### src/hw/pog_pkg.sv
package pog_pkg;

    // ------------------------------------------------------------
    // widths
    // ------------------------------------------------------------
    localparam int ADDR_W    = 6;
    localparam int DATA_W    = 32;
    localparam int BANK_W    = 8;
    localparam int NUM_BANKS = 5;
    localparam int G_W       = 5;
    localparam int CTRL_W    = 2;

    // ------------------------------------------------------------
    // byte offsets
    // ------------------------------------------------------------
    localparam logic [ADDR_W-1:0] OFF_BANK_STRIDE = 6'h0C;
    localparam logic [ADDR_W-1:0] OFF_OUT_LATCH   = 6'h00;
    localparam logic [ADDR_W-1:0] OFF_DIR         = 6'h04;
    localparam logic [ADDR_W-1:0] OFF_IN_SAMPLE   = 6'h08;
    localparam logic [ADDR_W-1:0] OFF_CTRL        = 6'h3C;

    // bank index of port C
    localparam int BANK_C = 2;

    // ------------------------------------------------------------
    // control register fields
    // ------------------------------------------------------------
    localparam int CTRL_ASYNC_BIT  = 0;
    localparam int CTRL_EXTMEM_BIT = 1;

    // ------------------------------------------------------------
    // port G pin positions
    // ------------------------------------------------------------
    localparam int G_XTAL_IN_BIT  = 4;
    localparam int G_XTAL_OUT_BIT = 3;
    localparam int G_ALE_BIT      = 2;
    localparam int G_RD_BIT       = 1;
    localparam int G_WR_BIT       = 0;

    // ------------------------------------------------------------
    // reset values
    // ------------------------------------------------------------
    localparam logic [BANK_W-1:0] RST_LATCH      = 8'h00;
    localparam logic [BANK_W-1:0] RST_DIR        = 8'h00;
    localparam logic [BANK_W-1:0] RST_DIR_LEGACY = 8'hFF;
    localparam logic [CTRL_W-1:0] RST_CTRL       = 2'h0;

endpackage

### src/hw/pog_port_regs.sv
// Functional notes
// - legacy mode: port G alternate functions only
// - async timer: G4 becomes oscillator input
// - async timer: G3 becomes oscillator output
// - G4/G3 analog paths reach timer oscillator
// - G2 carries address latch enable strobe
// - G1 carries read strobe
// - G0 carries write strobe
// - legacy mode: port C resets push-pull zero
// - reset acts without the clock
module pog_port_regs
    import pog_pkg::*;
#(
    parameter bit LEGACY_MODE = 1'b0
)
(
    input  wire logic                               clock,
    input  wire logic                               reset,
    input  wire logic [ADDR_W-1:0]                  address,
    input  wire logic                               read,
    input  wire logic                               write,
    input  wire logic [DATA_W-1:0]                  writedata,
    input  wire logic [3:0]                         byteenable,
    output logic      [DATA_W-1:0]                  readdata,
    output logic                                    waitrequest,
    input  wire logic [NUM_BANKS-1:0][BANK_W-1:0]   bankPinIn,
    output logic      [NUM_BANKS-1:0][BANK_W-1:0]   bankPinOut,
    output logic      [NUM_BANKS-1:0][BANK_W-1:0]   bankPinOe,
    output logic      [NUM_BANKS-1:0][BANK_W-1:0]   bankPullUp,
    input  wire logic [G_W-1:0]                     gPinIn,
    output logic      [G_W-1:0]                     gPinOut,
    output logic      [G_W-1:0]                     gPinOe,
    output logic      [G_W-1:0]                     gPullUp,
    output logic      [G_W-1:0]                     gInputEn,
    input  wire logic                               aleStrobe,
    input  wire logic                               rdStrobe,
    input  wire logic                               wrStrobe,
    output logic                                    analogPathEn,
    output logic                                    xtalAmpIn
);

    // ------------------------------------------------------------
    // register state
    // ------------------------------------------------------------
    localparam logic [BANK_W-1:0] RST_DIR_C = LEGACY_MODE ? RST_DIR_LEGACY : RST_DIR;

    logic [NUM_BANKS-1:0][BANK_W-1:0] outLatch_reg;
    logic [NUM_BANKS-1:0][BANK_W-1:0] outLatch_next;
    logic [NUM_BANKS-1:0][BANK_W-1:0] dir_reg;
    logic [NUM_BANKS-1:0][BANK_W-1:0] dir_next;
    logic [CTRL_W-1:0]                ctrl_reg;
    logic [CTRL_W-1:0]                ctrl_next;
    logic                             waitReq_reg;
    logic                             waitReq_next;
    logic [DATA_W-1:0]                readData_reg;
    logic [DATA_W-1:0]                readData_next;

    logic timer0_async_select;
    logic ext_mem_enable;

    assign timer0_async_select = ctrl_reg[CTRL_ASYNC_BIT];
    assign ext_mem_enable      = ctrl_reg[CTRL_EXTMEM_BIT];

    // ------------------------------------------------------------
    // avalon slave: one wait cycle, then answer
    // ------------------------------------------------------------
    always_comb
    begin
        logic                  accept;
        logic [ADDR_W-1:0]     base;
        outLatch_next = outLatch_reg;
        dir_next      = dir_reg;
        ctrl_next     = ctrl_reg;
        readData_next = readData_reg;
        waitReq_next  = 1'b1;
        accept        = 1'b0;
        base          = '0;
        // first edge of a request drops waitrequest for one cycle
        if ((read || write) && waitReq_reg)
        begin
            waitReq_next  = 1'b0;
            // unmapped addresses answer zero
            readData_next = '0;
            for (int b = 0; b < NUM_BANKS; b++)
            begin
                base = ADDR_W'(b * OFF_BANK_STRIDE);
                if (address == ADDR_W'(base + OFF_OUT_LATCH))
                begin
                    readData_next[BANK_W-1:0] = outLatch_reg[b];
                end
                if (address == ADDR_W'(base + OFF_DIR))
                begin
                    readData_next[BANK_W-1:0] = dir_reg[b];
                end
                if (address == ADDR_W'(base + OFF_IN_SAMPLE))
                begin
                    readData_next[BANK_W-1:0] = bankPinIn[b];
                end
            end
            if (address == OFF_CTRL)
            begin
                readData_next[CTRL_W-1:0] = ctrl_reg;
            end
        end
        // write lands on the edge where waitrequest is seen low
        accept = write && !waitReq_reg && byteenable[0];
        if (accept)
        begin
            for (int b = 0; b < NUM_BANKS; b++)
            begin
                base = ADDR_W'(b * OFF_BANK_STRIDE);
                if (address == ADDR_W'(base + OFF_OUT_LATCH))
                begin
                    outLatch_next[b] = writedata[BANK_W-1:0];
                end
                if (address == ADDR_W'(base + OFF_DIR))
                begin
                    dir_next[b] = writedata[BANK_W-1:0];
                end
            end
            if (address == OFF_CTRL)
            begin
                ctrl_next = writedata[CTRL_W-1:0];
            end
        end
    end

    always_ff @(posedge clock or posedge reset)
    begin
        if (reset)
        begin
            for (int b = 0; b < NUM_BANKS; b++)
            begin
                outLatch_reg[b] <= RST_LATCH;
                // legacy port C wakes as push-pull zero outputs
                dir_reg[b]      <= (b == BANK_C) ? RST_DIR_C : RST_DIR;
            end
            ctrl_reg     <= RST_CTRL;
            waitReq_reg  <= 1'b1;
            readData_reg <= '0;
        end
        else
        begin
            outLatch_reg <= outLatch_next;
            dir_reg      <= dir_next;
            ctrl_reg     <= ctrl_next;
            waitReq_reg  <= waitReq_next;
            readData_reg <= readData_next;
        end
    end

    assign readdata    = readData_reg;
    assign waitrequest = waitReq_reg;

    // ------------------------------------------------------------
    // pin drive for ports A to E
    // ------------------------------------------------------------
    logic [NUM_BANKS-1:0][BANK_W-1:0] pinOut_reg;
    logic [NUM_BANKS-1:0][BANK_W-1:0] pinOut_next;
    logic [NUM_BANKS-1:0][BANK_W-1:0] pinOe_reg;
    logic [NUM_BANKS-1:0][BANK_W-1:0] pinOe_next;
    logic [NUM_BANKS-1:0][BANK_W-1:0] pullUp_reg;
    logic [NUM_BANKS-1:0][BANK_W-1:0] pullUp_next;

    always_comb
    begin
        for (int b = 0; b < NUM_BANKS; b++)
        begin
            pinOut_next[b] = outLatch_next[b];
            pinOe_next[b]  = dir_next[b];
            // latch high on an input pin turns the pull-up on
            pullUp_next[b] = outLatch_next[b] & ~dir_next[b];
        end
    end

    always_ff @(posedge clock or posedge reset)
    begin
        if (reset)
        begin
            for (int b = 0; b < NUM_BANKS; b++)
            begin
                // pins take their reset level with no clock running
                pinOut_reg[b] <= RST_LATCH;
                pinOe_reg[b]  <= (b == BANK_C) ? RST_DIR_C : RST_DIR;
                pullUp_reg[b] <= RST_LATCH;
            end
        end
        else
        begin
            pinOut_reg <= pinOut_next;
            pinOe_reg  <= pinOe_next;
            pullUp_reg <= pullUp_next;
        end
    end

    assign bankPinOut = pinOut_reg;
    assign bankPinOe  = pinOe_reg;
    assign bankPullUp = pullUp_reg;

    // ------------------------------------------------------------
    // port G override network
    // ------------------------------------------------------------
    logic [G_W-1:0] pullup_override_en;
    logic [G_W-1:0] pullup_override_val;
    logic [G_W-1:0] dir_override_en;
    logic [G_W-1:0] dir_override_val;
    logic [G_W-1:0] value_override_en;
    logic [G_W-1:0] value_override_val;
    logic [G_W-1:0] input_en_override_en;
    logic [G_W-1:0] input_en_override_val;
    logic [G_W-1:0] gOut_reg;
    logic [G_W-1:0] gOut_next;
    logic [G_W-1:0] gOe_reg;
    logic [G_W-1:0] gOe_next;
    logic [G_W-1:0] gPull_reg;
    logic [G_W-1:0] gPull_next;
    logic [G_W-1:0] gInEn_reg;
    logic [G_W-1:0] gInEn_next;
    logic           analog_path_reg;
    logic           analog_path_next;
    logic           xtalIn_reg;
    logic           xtalIn_next;

    always_comb
    begin
        logic asyncNext;
        logic extNext;
        asyncNext = ctrl_next[CTRL_ASYNC_BIT];
        extNext   = ctrl_next[CTRL_EXTMEM_BIT];
        // oscillator pins leave the port entirely
        pullup_override_en    = '0;
        pullup_override_val   = '0;
        dir_override_en       = '0;
        dir_override_val      = '0;
        value_override_en     = '0;
        value_override_val    = '0;
        input_en_override_en  = '0;
        input_en_override_val = '0;
        pullup_override_en[G_XTAL_IN_BIT]    = asyncNext;
        dir_override_en[G_XTAL_IN_BIT]       = asyncNext;
        input_en_override_en[G_XTAL_IN_BIT]  = asyncNext;
        pullup_override_en[G_XTAL_OUT_BIT]   = asyncNext;
        dir_override_en[G_XTAL_OUT_BIT]      = asyncNext;
        input_en_override_en[G_XTAL_OUT_BIT] = asyncNext;
        // memory strobes own G2..G0
        for (int i = G_WR_BIT; i <= G_ALE_BIT; i++)
        begin
            pullup_override_en[i] = extNext;
            dir_override_en[i]    = extNext;
            dir_override_val[i]   = 1'b1;
            value_override_en[i]  = extNext;
        end
        // strobe levels reach the pins one clock later
        value_override_val[G_ALE_BIT] = aleStrobe;
        value_override_val[G_RD_BIT]  = rdStrobe;
        value_override_val[G_WR_BIT]  = wrStrobe;
        // no general-purpose port G latch: idle pins stay undriven inputs
        for (int i = 0; i < G_W; i++)
        begin
            gPull_next[i] = pullup_override_en[i] ? pullup_override_val[i] : 1'b0;
            gOe_next[i]   = dir_override_en[i] ? dir_override_val[i] : 1'b0;
            gOut_next[i]  = value_override_en[i] ? value_override_val[i] : 1'b0;
            gInEn_next[i] = input_en_override_en[i] ? input_en_override_val[i] : 1'b1;
        end
        // oscillator pins hand their analog paths to the timer
        analog_path_next = asyncNext;
        xtalIn_next      = asyncNext & gPinIn[G_XTAL_IN_BIT];
    end

    always_ff @(posedge clock or posedge reset)
    begin
        if (reset)
        begin
            gOut_reg        <= '0;
            gOe_reg         <= '0;
            gPull_reg       <= '0;
            gInEn_reg       <= '1;
            analog_path_reg <= 1'b0;
            xtalIn_reg      <= 1'b0;
        end
        else
        begin
            gOut_reg        <= gOut_next;
            gOe_reg         <= gOe_next;
            gPull_reg       <= gPull_next;
            gInEn_reg       <= gInEn_next;
            analog_path_reg <= analog_path_next;
            xtalIn_reg      <= xtalIn_next;
        end
    end

    assign gPinOut      = gOut_reg;
    assign gPinOe       = gOe_reg;
    assign gPullUp      = gPull_reg;
    assign gInputEn     = gInEn_reg;
    assign analogPathEn = analog_path_reg;
    assign xtalAmpIn    = xtalIn_reg;

endmodule

### config.mk
export PLATFORM = sky130hd
export DESIGN_NAME = pog_port_regs
export DESIGN_NICKNAME = d
export VERILOG_FILES = /design/src/hw/pog_pkg.sv /design/src/hw/pog_port_regs.sv
export SDC_FILE = /design/constraint.sdc
export NUM_CORES = 1
export LEC_CHECK = 0
export BUFFER_PORTS_ARGS = -buffer_cell sky130_fd_sc_hd__buf_2
export CORE_MARGIN = 5
export CORE_UTILIZATION = 48
export DETAILED_ROUTE_END_ITERATION = 12
export PLACE_DENSITY = 0.8
export SLEW_MARGIN = 5
export SYNTH_ARGS = -nofsm -noshare
export SYNTH_HDL_FRONTEND = slang
export SYNTH_SLANG_ARGS = --single-unit
### constraint.sdc
create_clock -name clock -period 5.5 [get_ports clock]
set_input_delay 0.825 -clock clock [delete_from_list [all_inputs] [get_ports clock]]
set_output_delay 0.825 -clock clock [all_outputs]
set_load 0.1 [all_outputs]
Word-level counts from Yosys, hierarchy flattened
Cells that the tools add are included.
- reductions and logical operators: 6
- bitwise operators: 11
- eq/ne operators: 15
- mux-type cells: 36
- operator list (cell ; number):
    8-bit two-way mux ; 25
    40-bit two-way mux ; 2
    6-bit == test, second input constant ; 8
    8-bit bitwise AND ; 5
    8-bit inverter ; 5
    6-bit by 5-bit == test with 1-bit output, second input constant ; 4
    6-bit by 4-bit == test with 1-bit output, second input constant ; 2
    6-bit by 3-bit == test with 1-bit output, second input constant ; 1
    6-bit logical NOT ; 1
    1-bit two-way mux ; 6
    2-bit two-way mux ; 3
    1-bit logical AND ; 3
    1-bit bitwise AND ; 1
    1-bit logical NOT ; 1
    1-bit logical OR ; 1
- register bits: 138
- bits of input ports: 94
- word-level logic and storage cells: 91

Logic depth before layout (Yosys ltp)
Gate-level depths: netlist (run 1).
- depth after elaboration: 17
- mapped depth: 8

Worst setup path after synthesis (run 1)
OpenSTA, ideal clock, no wires.
- kind: input port to flip-flop
- start: input port address[4]
- end: register pullUp_reg (netlist bit bankPullUp[10])
- cell stages on the path: 6
- arrival time: 2.232 ns
- library setup time: 0.118 ns
- slack: 3.150 ns
- cell sequence: buf_2 nor4_4 nand2_4 nor2_8 mux2_2 and2b_1
- RTL lines (what ; RTL line ; RTL):
    start, declared ; pog_port_regs.sv:19 ; input wire logic [ADDR_W-1:0] address,
    end signal, assigned ; pog_port_regs.sv:192 ; pullUp_reg <= pullUp_next;
    end, declared ; pog_port_regs.sv:162 ; logic [NUM_BANKS-1:0][BANK_W-1:0] pullUp_reg;

==> impl_results.md, run 1 <==
* Status: completed
* Clock skew at 8.72 ps
* CP endpoint kind: flip-flop
* Number of fill cells at 1,082
* Die span in y at 126 um
* Crit Path Category: input pin to flip-flop
* TritonCTS Sinks at 136
* Fraction of layout cells with a size suffix above 1 at 49.5%
* CP delay by family, top: simple AND/OR/NAND/NOR gates
* Ports at 269
* Sequential share of the synthesized area at 52.9%
* Number of diodes at 0
* Worst setup SP type: input pin
* R2r startpoint: waitrequest$_DFF_PP1_
* Leakage Power at 4.40 nW
* Core area at 13,200 um^2
* CP arrival at 3290 ps
* Distinct cells, synth at 57
* Fin crit share at 53.4%
* H-tree depth at 4
* R2R Path End: bankPullUp[18]$_DFF_PP0_
* Vias in the first global route at 5,178
* First-pass GRT wire length at 30,100 um
* FFs w/ async S/R, synth at 100%
* DRT antenna net count at 0
* Clock share of power at 40.3%
* Total grt overflow at 0
* RSZ-0062 raised after global routing: false
* Final Critical Period at 2940 ps
* Mapped Cells at 505
* Area growth syn-to-layout at 25.4%
* Logic pwr share at 24.5%
* CTS buffer count at 17
* Nets at 794
* Area of the mapped netlist at 6440 um^2
* Area leader, netlist: dfrtp_1
* Post-placement cell count at 857
* CTS root buf: clkbuf_16
* Largest net degree at the start of global routing at 73
* Sw Pwr at 1.10 mW
* Finished Layout Cells at 889
* Total number of vias at 4,886
* R2R Setup Slk at 3190 ps
* F_max at 340 MHz
* Hpwl dp at 14,100 um
* Pre-Repair DR Iteration Count at 5
* WL per Instance at 21.6 um
* CP Cell Sequence: buf_2 -> nand2b_1 -> nor2_1 -> nand2_1 -> mux2_2 -> nor2b_1
* Hold Fails Final Rpt at 0
* Mapped Avg Cell Area at 12.7 um^2
* VDD IR max at 0.000213 V
* Vias per Instance at 5.50
* Post-synth EDFFs at 0
* IO Port Bufs at 201
* GPL Wtd Cong at 0.837
* Top cell type's share of synthesized area at 52.1%
* Max capacitance violation total at 0
* Post_cts resized at 0
* Worst Reg-to-Reg Cells at 5
* Share of power burned in registers at 35.2%
* P_int at 1.98 mW
* Clock Pin Slew Worst Setup and Hold Paths at 60 ps
* Yosys Warn Count at 0
* Largest stage delay on the critical path at 680 ps
* Remaining DRCs at 0
* Ys flop type: dfrtp_1
* CP Buf/Inv Count at 1
* Initial DRC Count at 305
* Die area at 15,800 um^2
* TritonCTS clock tree: yes
* Initial antenna violation count at 0
* Setup Buffers After CTS at 0
* Most common cell after layout, fill and taps aside: buf_2
* Max transition margin at 35.7%
* Starting density of the core at 48.8%
* Power Dens Cells at 382 nW/um^2
* Post-layout util at 61.2%
* Slew @ Worst Pin at 956 ps
* Setup TNS at 0 ps
* Crit-path slowest cell: buf_2
* Hold bufs inserted after CTS at 0
* Final Max Tran Viols at 0
* Die Wd at 126 um
* Clock Path Buffers at 2
* Detailed Route WL at 19,200 um
* Seq cells post-synth at 136
* Net Sw Frac at 35.8%
* Setup violators final at 0
* Worst EP required at 5850 ps
* Rows at 42
* Clock Latency Late Sink at 420 ps
* Commonest non-fill, non-tap cells in the layout: 201 x buf_2, 134 x dfrtp_1, 82 x mux2_2
* GRT Overall Usage at 24.7%
* Ranking of synthesized cells by area: dfrtp_1 52%, mux2_2 14%, buf_4 4.7%, mux4_2 4.2%, nor2b_1 4.0%
* Crit path max fanout at 32
* Worst hold-check path type: input pin to async pin
worst max-delay path by stage:
| stage | endpoint | cells after the start | from |
|---|---|---|---|
| after floorplan | bankPinOe[0]$_DFF_PP0_ | 1 | reset |
| after global placement | bankPullUp[33]$_DFF_PP0_ | 6 | address[2] |
| after detailed placement | readdata[7]$_DFFE_PP0P_ | 6 | address[2] |
| after CTS | readdata[7]$_DFFE_PP0P_ | 6 | address[2] |
| after global routing | readdata[7]$_DFFE_PP0P_ | 6 | address[2] |
| final | bankPullUp[33]$_DFF_PP0_ | 6 | address[2] |
synthesized netlist by cell type (2+ instances only):
master / number
a221o_1: 3
o211ai_1: 3
conb_1: 2
nor4b_4: 2
clkbuf_1: 12
nor2b_1: 41
o21ai_1: 2
nor2_4: 3
nand2b_1: 4
nor2_2: 4
nor3_1: 3
nand3_1: 4
dfrtp_1: 134
and3_1: 5
o21ai_0: 13
nor4_1: 3
o221a_2: 4
and2_1: 2
mux2_2: 82
nand2_1: 13
buf_2: 9
mux2_1: 2
buf_4: 40
mux2i_1: 8
mux4_2: 12
o22ai_1: 6
nand2_2: 2
dfstp_2: 2
o221ai_1: 3
and2b_1: 8
a222oi_1: 2
a21oi_1: 13
a31oi_1: 3
nor2_1: 18
a22oi_1: 6
or4b_1: 2
a221oi_1: 2
a2111oi_0: 2
inv_1: 7
a211oi_1: 2
metal layers:
| layer | track usage (%) | vias to the layer above | share of wire, % |
|---|---|---|---|
| li1 | - | 2132 | - |
| met1 | 30.6 | 2467 | 40 |
| met2 | 40.6 | 258 | 48 |
| met3 | 8.64 | 29 | 9.8 |
| met4 | 8.52 | 0 | 2.0 |
| met5 | 0 | - | 0 |
worst reg2reg max path, cell delays in order (launching register included):
cell and delay (ps):
dfstp_2 370, and3b_1 560, nand2_1 190, nor2_2 520
mux2_2 430, nor2b_1 140
cell families after synthesis:
kind of cell / share of synthesized area (%)
AOI/OAI and AO/OA: 7.43
xor gates and xnor gates: 0.136
DFF: 52.9
and+or+nand+nor: 12.7
buffers and inverters: 6.53
muxes: 20.1
other: 0.117
power by group through the flow:
| stage | sequential [mW] | combinational (mW) | clock, mW |
|---|---|---|---|
| after floorplan | 1.48 | 0.269 | 0 |
| after global placement | 1.10 | 0.748 | 0 |
| after detailed placement | 1.10 | 0.756 | 0 |
| after CTS | 1.08 | 0.758 | 1.25 |
| after global routing | 1.09 | 0.782 | 1.30 |
| final | 1.09 | 0.756 | 1.24 |
per-stage QoR:
step | hold WS [ps] | setup WS [ps] | area (um^2) | power [mW]
6_report | 460 | 2560 | 8070 | 3.08
5_1_grt | 508 | 2290 | 8070 | 3.18
4_1_cts | 481 | 2550 | 8070 | 3.10
3_5_place_dp | 480 | 2110 | 7420 | 1.86
3_3_place_gp | 474 | 2190 | 7420 | 1.85
2_1_floorplan | 963 | 1040 | 6560 | 1.75
layout make-up:
type	instances	area [um^2]	share of cell area [%]
Tap cell	176	220	2.73
Clock buffer	22	484	6.00
Timing Repair Buffer	203	1020	12.7
Clock inverter	10	165	2.05
Inverter	8	35.0	0.434
Multi-Input combinational cell	334	2740	33.9
Sequential cell	136	3410	42.2
Power figures use the tool's default switching activity.
==> run 2: changes to the inputs <==
- CORE_UTILIZATION: 48 -> 44
- PLACE_DENSITY: 0.8 -> 0.77
- clock period: 5.5 -> 2.49 ns (I/O delays scaled with it)
==> impl_results.md, run 2 (synthesis gave the netlist of run 1 again) <==
* Status: completed
* Setup Buffers After CTS at 0
* CTS root buf: clkbuf_16
* Crit Path Category: flip-flop to flip-flop
* R2R Setup Slk at 480 ps
* GRT Overall Usage at 22.9%
* Pre-CTS WS at 111 ps
* WHS Path Cells at 2
* WL per Instance at 21.1 um
* Vias per Instance at 5.35
* Starting density of the core at 44.6%
* Core area at 14,400 um^2
* Finished Layout Cells at 917
* Max capacitance violation total at 0
* Max transition margin at 52.6%
* Number of diodes at 0
* TritonCTS Sinks at 136
* Pre-Repair DR Iteration Count at 5
* Remaining DRCs at 0
* Post_cts resized at 0
* CP arrival at 2370 ps
* R2R Path End: bankPullUp[2]$_DFF_PP0_
* Largest net degree at the start of global routing at 61
* Worst Hold End: gPinOut[0]$_DFF_PP0_
* Initial antenna violation count at 0
* Worst setup SP type: flip-flop
* H-tree depth at 4
* Total grt overflow at 0
* Fin crit share at 80.9%
* Area growth syn-to-layout at 26.9%
* Min-delay src: wrStrobe
* Ports at 269
* Die span in y at 131 um
* Rows at 44
* Tot Pwr at 6.45 mW
* Crit-path slowest cell: and3b_1
* VDD IR max at 0.000517 V
* Initial DRC Count at 259
* Final WS setup at 476 ps
* Clock Latency Late Sink at 420 ps
* DRT antenna net count at 0
* RSZ-0062 raised after global routing: false
* CP Cell Sequence: and3b_1 -> buf_4 -> nand2_4 -> nor2_4 -> mux2_2 -> nor2b_1
* Worst EP required at 2840 ps
* Hold slack at 168 ps
* Hold bufs inserted after CTS at 1
* Setup violators final at 0
* Hold Fails Final Rpt at 0
* GPL Wtd Cong at 0.892
* First-pass GRT wire length at 29,100 um
* Worst Reg-to-Reg Cells at 6
* Die area at 17,100 um^2
* F_max at 496 MHz
* Total number of vias at 4,905
* Clock Pin Slew Worst Setup and Hold Paths at 60 ps
* Most common cell after layout, fill and taps aside: buf_2
* Final Critical Period at 2010 ps
* Die Wd at 131 um
* Nets at 815
* Power Dens Cells at 790 nW/um^2
* Final Max Tran Viols at 0
* Slew @ Worst Pin at 693 ps
* Clock skew at 8.18 ps
* CP Buf/Inv Count at 1
* Worst hold-check path type: input pin to flip-flop
* Detailed Route WL at 19,400 um
* R2r startpoint: waitrequest$_DFF_PP1_
* Largest stage delay on the critical path at 410 ps
* Vias in the first global route at 5,147
* CP delay by family, top: simple AND/OR/NAND/NOR gates
* CP endpoint kind: flip-flop
* Crit path max fanout at 8
* TritonCTS clock tree: yes
* Commonest non-fill, non-tap cells in the layout: 201 x buf_2, 134 x dfrtp_1, 82 x mux2_2
* CTS buffer count at 17
* Leakage Power at 4.45 nW
* Hpwl dp at 14,700 um
* Post-placement cell count at 885
* Clock Path Buffers at 2
* Fraction of layout cells with a size suffix above 1 at 50.9%
* Setup TNS at 0 ps
* IO Port Bufs at 201
run 2: metal layers:
layer / global-route usage (%) / share of wire [%] / up-vias
met1: 28.8 / 39 / 2432
met5: 0 / 0 / -
met2: 36.1 / 48 / 260
met4: 9.92 / 3.0 / 0
li1: - / - / 2172
met3: 7.80 / 9.8 / 41
run 2: how the worst max path moves through the flow:
stage / slack (ps) / end / startpoint / cells after the start
3_5_place_dp: 110 / readdata[7]$_DFFE_PP0P_ / address[2] / 8
2_1_floorplan: 420 / bankPinOe[0]$_DFF_PP0_ / reset / 1
6_report: 480 / bankPullUp[2]$_DFF_PP0_ / waitrequest$_DFF_PP1_ / 6
5_1_grt: 360 / bankPullUp[1]$_DFF_PP0_ / waitrequest$_DFF_PP1_ / 6
3_3_place_gp: 110 / readdata[7]$_DFFE_PP0P_ / address[2] / 8
4_1_cts: 500 / bankPullUp[2]$_DFF_PP0_ / waitrequest$_DFF_PP1_ / 6
run 2: per-stage QoR:
stage	utilization [%]	cell area, um^2
6_report	56.6	8170
2_1_floorplan	-	6570
3_5_place_dp	52.7	7600
5_1_grt	56.6	8170
3_3_place_gp	52.7	7600
4_1_cts	56.6	8170
run 2: cell type report:
| cell class | count | area (um^2) |
|---|---|---|
| clock inverter | 14 | 128 |
| tap | 184 | 230 |
| timing repair buffer | 224 | 1210 |
| inverter | 8 | 33.8 |
| fill | 1191 | 6260 |
| sequential | 136 | 3410 |
| clock buffer | 17 | 425 |
| multi-input combinational | 334 | 2740 |
run 2: power breakdown:
group | switching, mW | total, mW | leakage (nW) | internal (mW)
combinational | 1.41 | 1.70 | 2.33 | 0.283
clock | 0.988 | 2.36 | 0.250 | 1.37
sequential | 0.0731 | 2.40 | 1.87 | 2.33
total | 2.47 | 6.45 | 4.45 | 3.98
